===== config.mk =====
export PLATFORM = sky130hd
export DESIGN_NAME = tbeip_top
export DESIGN_NICKNAME = d
export VERILOG_FILES = /design/src/tbeip_pkg.sv /design/src/tbeip_event_sel.sv /design/src/tbeip_counter.sv /design/src/tbeip_top.sv
export SDC_FILE = /design/constraint.sdc
export NUM_CORES = 1
export LEC_CHECK = 0
export BUFFER_PORTS_ARGS = -buffer_cell sky130_fd_sc_hd__buf_2
export CAP_MARGIN = 20
export CORE_MARGIN = 3
export CORE_UTILIZATION = 40
export CTS_BUF_LIST = sky130_fd_sc_hd__clkbuf_4 sky130_fd_sc_hd__clkbuf_8
export CTS_CLUSTER_SIZE = 12
export DETAILED_ROUTE_END_ITERATION = 10
export HOLD_SLACK_MARGIN = 0.02
export PLACE_DENSITY_LB_ADDON = 0.05
export SLEW_MARGIN = 20
export SYNTH_ARGS = -nofsm -noshare
export SYNTH_HDL_FRONTEND = slang
export SYNTH_SLANG_ARGS = --single-unit

===== constraint.sdc =====
create_clock -name clk_sys_in -period 1.75 [get_ports clk_sys_in]
set_clock_uncertainty 0.1 [all_clocks]
set_input_delay 0.35 -clock clk_sys_in [delete_from_list [all_inputs] [get_ports clk_sys_in]]
set_output_delay 0.35 -clock clk_sys_in [all_outputs]
set_load 0.005 [all_outputs]

===== src/tbeip_pkg.sv =====
// Package for the time-base event interrupt prescaler: register indices,
// field layouts, reset values and source select encodings.
// Assumes a 16-bit register port with word indices.
package tbeip_pkg;

  localparam int unsigned ADDR_W = 3;
  localparam int unsigned DATA_W = 16;
  localparam int unsigned TB_W   = 16;

  // Register indices (byte offsets 0h..8h halved)
  localparam logic [ADDR_W-1:0] IDX_SELECT    = 3'h0;
  localparam logic [ADDR_W-1:0] IDX_PRESCALE  = 3'h1;
  localparam logic [ADDR_W-1:0] IDX_FLAG      = 3'h2;
  localparam logic [ADDR_W-1:0] IDX_CLEAR     = 3'h3;
  localparam logic [ADDR_W-1:0] IDX_FORCE     = 3'h4;

  // Field positions
  localparam int unsigned SEL_SRC_LSB  = 0;
  localparam int unsigned SEL_SRC_W    = 3;
  localparam int unsigned SEL_EN_BIT   = 3;
  localparam int unsigned PS_PRD_LSB   = 0;
  localparam int unsigned PS_CNT_LSB   = 2;
  localparam int unsigned CNT_W        = 2;
  localparam int unsigned FLAG_BIT     = 0;

  // Reset values and other constants
  localparam logic [SEL_SRC_W-1:0] SRC_RST = 3'h0;
  localparam logic [CNT_W-1:0]     CNT_RST = 2'h0;
  localparam logic [CNT_W-1:0]     PRD_OFF = 2'h0;
  localparam logic [CNT_W-1:0]     CNT_ONE = 2'h1;
  localparam logic [TB_W-1:0]      TB_ZERO = 16'h0000;
  localparam logic [DATA_W-1:0]    RD_ZERO = 16'h0000;

  // Source select encodings
  localparam logic [SEL_SRC_W-1:0] SRC_ZERO    = 3'h1;
  localparam logic [SEL_SRC_W-1:0] SRC_PERIOD  = 3'h2;
  localparam logic [SEL_SRC_W-1:0] SRC_COMPARE_A_VALUE_UP = 3'h4;
  localparam logic [SEL_SRC_W-1:0] SRC_COMPARE_A_VALUE_DN = 3'h5;
  localparam logic [SEL_SRC_W-1:0] SRC_COMPARE_B_VALUE_UP = 3'h6;
  localparam logic [SEL_SRC_W-1:0] SRC_COMPARE_B_VALUE_DN = 3'h7;

  typedef enum logic [1:0] {
    TBEIP_IDLE    = 2'b01,
    TBEIP_FLAGGED = 2'b10
  } tbeip_state_e;

endpackage


===== src/tbeip_event_sel.sv =====
// Event source multiplexer: compares the time-base count and picks one event.
// Assumes time-base inputs are synchronous to clk_sys_in.
`timescale 1ns/1ps
module tbeip_event_sel
  import tbeip_pkg::*;
(
  // Clock and reset
  input  wire logic                 clk_sys_in,
  input  wire logic                 resetn_in,
  // Selection
  input  wire logic [SEL_SRC_W-1:0] src_sel_in,
  // Time-base values
  input  wire logic [TB_W-1:0]      timebase_count_in,
  input  wire logic [TB_W-1:0]      timebase_period_in,
  input  wire logic [TB_W-1:0]      compare_a_value_in,
  input  wire logic [TB_W-1:0]      compare_b_value_in,
  input  wire logic                 count_up_in,
  // Selected event, one cycle pulse per qualifying cycle
  output logic                      event_out
);
  logic hit_a;
  logic hit_b;
  logic event_nxt;

  assign hit_a = (timebase_count_in == compare_a_value_in);
  assign hit_b = (timebase_count_in == compare_b_value_in);

  always_comb begin
    case (src_sel_in)
      SRC_ZERO:    event_nxt = (timebase_count_in == TB_ZERO);
      SRC_PERIOD:  event_nxt = (timebase_count_in == timebase_period_in);
      SRC_COMPARE_A_VALUE_UP: event_nxt = hit_a && count_up_in;
      SRC_COMPARE_A_VALUE_DN: event_nxt = hit_a && !count_up_in;
      SRC_COMPARE_B_VALUE_UP: event_nxt = hit_b && count_up_in;
      SRC_COMPARE_B_VALUE_DN: event_nxt = hit_b && !count_up_in;
      default:     event_nxt = 1'b0;
    endcase
  end

  // Registered so a counter value that lingers produces one event per cycle held;
  // the time-base is expected to step each cycle it is meant to count.
  always_ff @(posedge clk_sys_in) begin
    if (!resetn_in) begin
      event_out <= 1'b0;
    end else begin
      event_out <= event_nxt;
    end
  end
endmodule


===== src/tbeip_counter.sv =====
// Two-bit event counter with hold at period and clear on pulse.
// Assumes inc_in and clr_in come from the owning controller.
`timescale 1ns/1ps
module tbeip_counter
  import tbeip_pkg::*;
(
  // Clock and reset
  input  wire logic             clk_sys_in,
  input  wire logic             resetn_in,
  // Control
  input  wire logic             inc_in,
  input  wire logic             clr_in,
  input  wire logic             hold_in,
  input  wire logic [CNT_W-1:0] prd_in,
  // Count
  output logic      [CNT_W-1:0] count_out
);
  always_ff @(posedge clk_sys_in) begin
    if (!resetn_in) begin
      count_out <= CNT_RST;
    end else if (clr_in) begin
      count_out <= CNT_RST;
    end else if (inc_in && !(hold_in && count_out == prd_in)) begin
      count_out <= count_out + CNT_ONE;
    end
  end
endmodule


===== src/tbeip_top.sv =====
// Time-base event interrupt prescaler: selects a time-base event, counts it
// and raises a one-cycle interrupt after one to three events.
// Assumes a simple register port with read data one cycle after the strobe.
//
// The address map and the strobed register port are this design's own decisions.
`timescale 1ns/1ps
// Function
// - Interrupts are produced only while the enable bit 3 of select register is set.
// - Source 1h counts an event when the time-base count is zero.
// - Source 2h counts an event when the count equals the period.
// - Source 4h counts compare A matches while counting up.
// - Source 5h counts compare A matches while counting down.
// - Source 6h counts compare B matches while counting up.
// - Source 7h counts compare B matches while counting down.
// - A read-only two-bit event count reports events since the last pulse.
// - The event count clears when an interrupt pulse is produced.
// - When disabled or flagged, the count stops at the period value.
// - Bits 1-0 of the prescale register set events needed per interrupt.
// - No new pulse while the status flag stays set from an earlier one.
// - One further interrupt may pend while flagged, issued after clear.
// - Writing a period equal to the count fires if enabled and flag clear.
// - Period zero disables the counter; no interrupt and force is ignored.
// - Periods 1h, 2h, 3h fire on the first, second, third event.
// - Writing 1 to the clear bit clears the status flag.
module tbeip_top
  import tbeip_pkg::*;
(
  // Clock and reset
  input  wire logic                         clk_sys_in,
  input  wire logic                         resetn_in,
  // Register port
  input  wire logic [tbeip_pkg::ADDR_W-1:0] reg_addr_in,
  input  wire logic [tbeip_pkg::DATA_W-1:0] reg_wdata_in,
  input  wire logic                         reg_wr_in,
  input  wire logic                         reg_rd_in,
  output logic      [tbeip_pkg::DATA_W-1:0] reg_rdata_out,
  // Time-base and compare values
  input  wire logic [tbeip_pkg::TB_W-1:0]   timebase_count_in,
  input  wire logic [tbeip_pkg::TB_W-1:0]   timebase_period_in,
  input  wire logic [tbeip_pkg::TB_W-1:0]   compare_a_value_in,
  input  wire logic [tbeip_pkg::TB_W-1:0]   compare_b_value_in,
  input  wire logic                         count_up_in,
  // Interrupt
  output logic                              module_event_irq_out,
  output logic                              event_status_flag_out
);
  import tbeip_pkg::*;

  logic                 irq_enable_bit_r;
  logic [SEL_SRC_W-1:0] irq_source_select_r;
  logic [CNT_W-1:0]     irq_event_period_r;
  logic [CNT_W-1:0]     irq_event_count;
  logic                 pending_r;
  tbeip_state_e         state_r;
  tbeip_state_e         state_nxt;
  logic                 event_hit;
  logic                 wr_sel;
  logic                 wr_prd;
  logic                 wr_clr;
  logic                 wr_frc;
  logic                 flag_set;
  logic                 at_period;
  logic                 fire;
  logic                 fire_pending;
  logic [CNT_W-1:0]     cnt_after;

  assign wr_sel = reg_wr_in && (reg_addr_in == IDX_SELECT);
  assign wr_prd = reg_wr_in && (reg_addr_in == IDX_PRESCALE);
  assign wr_clr = reg_wr_in && (reg_addr_in == IDX_CLEAR) && reg_wdata_in[FLAG_BIT];
  assign wr_frc = reg_wr_in && (reg_addr_in == IDX_FORCE) && reg_wdata_in[FLAG_BIT];
  assign flag_set = (state_r == TBEIP_FLAGGED);

  // Register writes; only defined field bits are stored
  always_ff @(posedge clk_sys_in) begin
    if (!resetn_in) begin
      irq_enable_bit_r    <= 1'b0;
      irq_source_select_r <= SRC_RST;
    end else if (wr_sel) begin
      irq_enable_bit_r    <= reg_wdata_in[SEL_EN_BIT];
      irq_source_select_r <= reg_wdata_in[SEL_SRC_LSB +: SEL_SRC_W];
    end
  end

  always_ff @(posedge clk_sys_in) begin
    if (!resetn_in) begin
      irq_event_period_r <= PRD_OFF;
    end else if (wr_prd) begin
      irq_event_period_r <= reg_wdata_in[PS_PRD_LSB +: CNT_W];
    end
  end

  tbeip_event_sel u_event_sel (
    .clk_sys_in         (clk_sys_in),
    .resetn_in          (resetn_in),
    .src_sel_in         (irq_source_select_r),
    .timebase_count_in  (timebase_count_in),
    .timebase_period_in (timebase_period_in),
    .compare_a_value_in (compare_a_value_in),
    .compare_b_value_in (compare_b_value_in),
    .count_up_in        (count_up_in),
    .event_out          (event_hit)
  );

  // A zero period disables counting and forcing alike
  assign cnt_after = (event_hit && irq_event_period_r != PRD_OFF) ? irq_event_count + CNT_ONE
                                                                  : irq_event_count;
  // Count reaching the period, including via a period rewrite equal to the count, or a force write
  assign at_period = (irq_event_period_r != PRD_OFF) &&
                     ((cnt_after == irq_event_period_r) ||
                      wr_frc);
  // A pending interrupt is issued once the flag drops; a zero period holds it back but keeps it pending
  assign fire_pending = pending_r && !flag_set && irq_enable_bit_r &&
                        (irq_event_period_r != PRD_OFF);
  assign fire = irq_enable_bit_r && !flag_set && (at_period || fire_pending);

  tbeip_counter u_counter (
    .clk_sys_in (clk_sys_in),
    .resetn_in  (resetn_in),
    .inc_in     (event_hit && irq_event_period_r != PRD_OFF),
    .clr_in     (fire),
    .hold_in    (!irq_enable_bit_r || flag_set),
    .prd_in     (irq_event_period_r),
    .count_out  (irq_event_count)
  );

  // Pending request: counter reached period while flagged
  always_ff @(posedge clk_sys_in) begin
    if (!resetn_in) begin
      pending_r <= 1'b0;
    end else if (fire) begin
      pending_r <= 1'b0;
    end else if (flag_set && irq_enable_bit_r && at_period) begin
      pending_r <= 1'b1;
    end
  end

  // Flag state; the clear wins in its cycle and an event in that cycle pends, so no event is lost
  always_comb begin
    case (state_r)
      TBEIP_IDLE:    state_nxt = fire ? TBEIP_FLAGGED : TBEIP_IDLE;
      TBEIP_FLAGGED: state_nxt = wr_clr ? TBEIP_IDLE : TBEIP_FLAGGED;
      default:       state_nxt = TBEIP_IDLE;
    endcase
  end

  always_ff @(posedge clk_sys_in) begin
    if (!resetn_in) begin
      state_r <= TBEIP_IDLE;
    end else begin
      state_r <= state_nxt;
    end
  end

  always_ff @(posedge clk_sys_in) begin
    if (!resetn_in) begin
      module_event_irq_out  <= 1'b0;
      event_status_flag_out <= 1'b0;
    end else begin
      module_event_irq_out  <= fire;
      event_status_flag_out <= (state_nxt == TBEIP_FLAGGED);
    end
  end

  // Read data one cycle after the strobe; unmapped and write-only read zero
  always_ff @(posedge clk_sys_in) begin
    if (!resetn_in) begin
      reg_rdata_out <= RD_ZERO;
    end else begin
      reg_rdata_out <= RD_ZERO;
      if (reg_rd_in) begin
        case (reg_addr_in)
          IDX_SELECT: begin
            reg_rdata_out[SEL_EN_BIT]                <= irq_enable_bit_r;
            reg_rdata_out[SEL_SRC_LSB +: SEL_SRC_W]  <= irq_source_select_r;
          end
          IDX_PRESCALE: begin
            reg_rdata_out[PS_PRD_LSB +: CNT_W] <= irq_event_period_r;
            reg_rdata_out[PS_CNT_LSB +: CNT_W] <= irq_event_count;
          end
          IDX_FLAG:   reg_rdata_out[FLAG_BIT] <= flag_set;
          default:    reg_rdata_out <= RD_ZERO;
        endcase
      end
    end
  end
endmodule


==> run metrics, run 1 <==
outcome completed; drt first pass iters 7; leakage 0.980 nW; mapped cell area 0.00168 sq mm; PwrDens 472 mW/mm^2; DR WL/cell 13.6 um; Worst Reg-to-Reg Cells 5; Req. time, crit path 1.79 ns; initial antenna violation count 0; Synth Area in XOR/XNOR 27.1%; utilization of the core after routing 56.7%; sequential area share after synthesis 21.4%; Yosys reg bits 18; CTS tree yes; ratio of cells with drive above 1 in the final layout 36.5%; CTS buffer count 3; H-tree depth 1; worst skew pair latency 0.25 ns; Core Region 0.00385 sq mm; Num Clock Sinks 18; DR DRC count 0; row count 22; Synth Flop Type dfxtp_1; mux contribution to synthesized area 6.54%; total congestion overflow 0; # nets final 380; gr usage total 18.0%; EDFF count, synth 0; fin crit period 1.65 ns; Hold Buf Count CTS 0; Post-Synth Adder-Cell Area 1.49%; Antenna diodes 0; HPWL after DPL 3.93 mm; DR vias/cell 4.98; Compound-Gate Fraction of Synth Area 9.67%; YS warnings 0; critical path arrival 1.69 ns; Max FO, Critical Path 5; unrepaired setup endpoints after global routing no; number of global-route vias before repair 1553; Die Height 70.9 um; Mapped Avg Cell Area 8.41 sq um; Multi-input gate area 0.00120 sq mm; FF-to-FF Start u_counter.count_out[0]$_SDFFE_PP0P_; Final Hold Viols 0; die width 70.9 um; final slew viol count 0; Detail Route Antenna Nets 0; Fill cells 393; IO buf count 81; die area 0.00502 sq mm; fin cells 336; count of cell types in the netlist 42; final setup vio count 0; Setup CP Type reg -> reg; Synth Area in Simple Gates 23.6%; Initial Util 43.7%; hold path cells 3; CP Capture Type flop; gpl congestion 0.831; commonest non-fill, non-tap cell in the layout buf_2; first-pass GRT wire length 7.36 mm; placed cell count 333; initial drt markers 96; Clock transition at path regs 0.07 ns; Hold Startpoint reg_wdata_in[2]; Design Power 1.03 mW; Syn-to-layout area delta 29.7%; FF+latch area 364 sq um; Worst Setup Start Kind flop; reg2reg end event_status_flag_out$_SDFF_PN0_; number of top-level pins 106; clock root cell clkbuf_8; setup TNS 0 ns; Total Wirelength 4.56 mm; worst-case vdd ir drop 0.000306 V; max cap viols 0; pin count of the biggest net entering global routing 12; most frequent cells in the layout buf_2, xnor2_1, nor2_1, xor2_1, dfxtp_1; f_max 606 MHz; largest family of logic cells by synthesized area XOR/XNOR gates; final period utilization 94.3%; post-synthesis async set-or-reset flop share 0%; Post-CTS Setup Repair Bufs 0; Longest Clk Path Bufs 2; hold crit path type in -> reg; Reg2Reg Setup Slack 0.1 ns; worst hold endpoint irq_source_select_r[2]$_SDFFE_PN0P_; Mapped Cells 200; via count 1672
critical path, cell delays in order (launching register included):
cell     delay, ns
dfxtp_2       0.35
and2b_4       0.19
and3_1        0.17
o31a_1        0.28
o21a_4        0.23
o211a_1       0.22
flip-flops by register name, summed over array words and instances (netlist names):
register / cells
reg_rdata_out: 4
state_r: 2
irq_enable_bit_r: 1
pending_r: 1
irq_source_select_r: 3
event_status_flag_out: 1
u_counter.count_out: 2
u_event_sel.event_out: 1
module_event_irq_out: 1
irq_event_period_r: 2
cell families after synthesis:
family | after synthesis
AOI/OAI and AO/OA | 20
buffers and inverters | 25
muxes | 11
xor gates and xnor gates | 52
adders and majority gates | 2
and+or+nand+nor | 71
other | 1
DFF | 18
worst max path at each step:
stage,start,end,slack [ns],cells past startpoint
after floorplan,u_counter.count_out[0]$_SDFFE_PP0P_,event_status_flag_out$_SDFF_PN0_,0.11,6
after global placement,compare_b_value_in[6],u_event_sel.event_out$_SDFF_PN0_,0.00006,6
after detailed placement,compare_b_value_in[6],u_event_sel.event_out$_SDFF_PN0_,-0.008,6
after CTS,u_counter.count_out[0]$_SDFFE_PP0P_,event_status_flag_out$_SDFF_PN0_,0.05,5
after global routing,u_counter.count_out[0]$_SDFFE_PP0P_,u_counter.count_out[1]$_SDFFE_PP0P_,0.006,5
final,u_counter.count_out[0]$_SDFFE_PP0P_,event_status_flag_out$_SDFF_PN0_,0.1,5
synthesized netlist by cell type (2+ instances only):
cell,n,area [sq um]
a21o_1,2,15.0
a21oi_1,2,10.0
a31oi_1,2,12.5
and3_1,2,12.5
buf_4,13,97.6
buf_6,3,33.8
clkbuf_1,2,7.51
dfxtp_1,18,360
ha_1,2,25.0
inv_1,4,15.0
mux2i_1,11,110
nand2_1,5,18.8
nand2b_1,3,18.8
nand3_1,4,20.0
nand3b_1,3,22.5
nand4_1,12,75.1
nor2_1,18,67.6
nor2b_1,3,18.8
nor3_1,4,20.0
nor4_1,9,56.3
nor4b_1,3,26.3
o21ai_0,5,25.0
xnor2_1,35,307
xor2_1,17,149
through the flow:
step	area (sq um)	hold WS (ns)	setup slack, ns
3_5_place_dp	2140	0.442	-0.00781
4_1_cts	2180	0.230	0.0530
6_report	2180	0.230	0.0990
5_1_grt	2180	0.253	0.00556
3_3_place_gp	2140	0.426	0.0000648
2_1_floorplan	1720	0.372	0.113
per-layer routing:
| layer | wire (um) | GRT usage (%) | vias to the layer above | part of all wire, % |
|---|---|---|---|---|
| li1 | - | - | 854 | - |
| met1 | 2060 | 25.1 | 749 | 45 |
| met2 | 2140 | 29.1 | 65 | 47 |
| met3 | 348 | 3.84 | 4 | 7.6 |
| met4 | 19 | 2.51 | 0 | 0.42 |
| met5 | 0 | 0 | - | 0 |
report_power, final:
part | switching (mW) | total (mW) | internal, mW
sequential | 0.00661 | 0.422 | 0.416
clock | 0.139 | 0.292 | 0.153
combinational | 0.146 | 0.315 | 0.169
total | 0.292 | 1.03 | 0.738
area by class of cell:
class | count | area share (%)
Multi-Input combinational cell | 168 | 54.8
Timing Repair Buffer | 94 | 23.0
Sequential cell | 18 | 16.7
Tap cell | 48 | 2.75
Clock buffer | 3 | 1.89
Inverter | 5 | 0.860
timing repair:
item / CTS / global route
setup endpoints to repair: 0 / 2
hold endpoints to repair: 0 / 0
gates resized for setup: 0 / 3
(Power assumes the default switching activity.)
==> inputs of run 2 (changes only) <==
--- a/config.mk
+++ b/config.mk
@@ -14,6 +14,7 @@
 export DETAILED_ROUTE_END_ITERATION = 10
 export HOLD_SLACK_MARGIN = 0.02
 export PLACE_DENSITY_LB_ADDON = 0.05
+export SETUP_SLACK_MARGIN = 0.1
 export SLEW_MARGIN = 20
 export SYNTH_ARGS = -nofsm -noshare
 export SYNTH_HDL_FRONTEND = slang
==> run 2 against run 1 <==
Worst hold slack worse by 0.0015 ns. Global-route usage shrank 0.058 points. Worst setup slack worse by 0.0073 ns. Via count grew 1.1%. Critical endpoint unchanged. Maximum frequency shrank 0.44%. Sequential cell count is the same.
==> run metrics, run 2 (synthesis results as in run 1) <==
setup slack after layout 0.0917 ns (-0.00725 ns); Top reg by flops reg_rdata_out; first-pass GRT wire length 7.33 mm (-0.38%); HPWL after DPL 3.93 mm (unchanged); Detail Route Antenna Nets 0 (unchanged); number of top-level pins 106 (unchanged); number of global-route vias before repair 1554 (+0.064%); Clock transition at path regs 0.07 ns (about the same); Num Clock Sinks 18 (unchanged); critical path arrival 1.70 ns (about the same); Max FO, Critical Path 5 (unchanged); gr usage total 17.9% (-0.058 points); initial antenna violation count 0 (unchanged); row count 22 (unchanged); worst skew pair latency 0.25 ns (about the same); Longest Clk Path Bufs 2 (unchanged); Syn-to-layout area delta 31.6%; hold_ws 0.228 ns (-0.00148 ns); Die Height 70.9 um (unchanged); flip-flop count of the largest register after layout 4 (unchanged); CTS tree yes; final slew viol count 0 (unchanged); total congestion overflow 0 (unchanged); PwrDens 467 mW/mm^2 (-0.96%); Req. time, crit path 1.79 ns (about the same); die width 70.9 um (unchanged); Logic pwr share 30.6% (about the same); gpl congestion 0.831 (unchanged); switching share of total power 28.6% (+0.26 points); Final Hold Viols 0 (unchanged); pin count of the biggest net entering global routing 12 (unchanged); outcome completed; final setup vio count 0 (unchanged); CP Capture Type flop; FF+latch area 364 sq um (unchanged); fin cells 336 (unchanged); worst-case vdd ir drop 0.000309 V (+1.1%); fin crit period 1.66 ns (+0.00725 ns); max cap viols 0 (unchanged); Multi-input gate area 0.00123 sq mm (+2.6%); Fill cells 389 (-1.0%); unrepaired setup endpoints after global routing yes; Hold Buf Count CTS 0 (unchanged); P_int 0.739 mW (about the same); DR vias/cell 5.03 (+1.1%); drt first pass iters 4 (-3); Core Region 0.00385 sq mm (unchanged); Regs by FF count reg_rdata_out (4), irq_source_select_r (3); hold crit path type in -> reg; setup TNS 0 ns (unchanged); Clk network pwr share 28.5% (about the same); H-tree depth 1 (unchanged); Reg power frac 40.9% (about the same); Setup CP Type reg -> reg; Initial Util 43.7% (unchanged); Total Wirelength 4.60 mm (+0.72%); via count 1690 (+1.1%); Antenna diodes 0 (unchanged); DR DRC count 0 (unchanged); die area 0.00502 sq mm (unchanged); Worst Setup Start Kind flop; initial drt markers 131 (+36%); f_max 603 MHz (-0.44%); placed cell count 333 (unchanged); net switching power 0.296 mW (+1.4%); IO buf count 81 (unchanged); leakage 0.981 nW (about the same); final period utilization 94.8% (+0.41 points); commonest non-fill, non-tap cell in the layout buf_2; Post-Place Worst Slack -0.00781 ns (unchanged); DR WL/cell 13.7 um (+0.72%); CTS buffer count 3 (unchanged); utilization of the core after routing 57.5% (+0.81 points); ratio of cells with drive above 1 in the final layout 37.5% (+1.0 points); Reg2Reg Setup Slack 0.09 ns (about the same); most frequent cells in the layout buf_2, xnor2_1, nor2_1, xor2_1, dfxtp_1; # nets final 380 (unchanged); clock root cell clkbuf_8
==> run 2: cell counts in the layout (fill, tap and decap cells not counted) <==
No cell type changed its count.
==> run 2: timing repair <==
action / in CTS / in global routing
endpoints found under the setup margin: 1 / 4
setup buffers: 0 / 0
pin swaps: 1 / 2
gates cloned: 0 / 0
gates resized for setup: 1 / 7
==> run 2: through the flow <==
step	total power, mW	area (sq um)
6_report	1.03	2210
4_1_cts	1.04	2180
3_3_place_gp	0.745	2140
5_1_grt	1.09	2210
2_1_floorplan	0.611	1720
3_5_place_dp	0.747	2140
==> run 2: worst paths after layout <==
check | cells after the start | start | to
worst max-delay path | 5 | u_counter.count_out[0]$_SDFFE_PP0P_ | event_status_flag_out$_SDFF_PN0_
worst min-delay path | 3 | reg_wdata_in[2] | irq_source_select_r[2]$_SDFFE_PN0P_
worst max register to register | 5 | u_counter.count_out[0]$_SDFFE_PP0P_ | event_status_flag_out$_SDFF_PN0_
worst min register to register | 2 | pending_r$_SDFFE_PP0P_ | pending_r$_SDFFE_PP0P_
==> run 2: final cells by class <==
cell class,count,area share [%]
clock buffer,3,1.86
inverter,5,0.847
multi-input combinational,168,55.4
sequential,18,16.4
tap,48,2.71
timing repair buffer,94,22.7
==> run 2: power by group through the flow <==
stage                     clock network, mW  registers, mW  logic [mW]
after global placement                    0          0.431       0.314
after detailed placement                  0          0.431       0.316
after CTS                             0.302          0.422       0.317
final                                 0.295          0.423       0.317
after floorplan                           0          0.428       0.184
after global routing                  0.322          0.423       0.349
==> run 2: critical path: stages, from the launching register on <==
cell	delay, ns
dfxtp_2	0.35
and2b_4	0.19
and3_4	0.16
o31a_1	0.28
o21a_4	0.24
o211a_1	0.22
==> run 2: routing by layer <==
layer  part of all wire, %  vias up  global-route usage, %  wire [um]
met5                     0        -                      0          0
met4                  0.44        0                   2.51         20
met3                   6.7        4                   3.84        309
met2                    48       61                   29.1       2190
met1                    45      771                   24.9       2080
li1                      -      854                      -          -
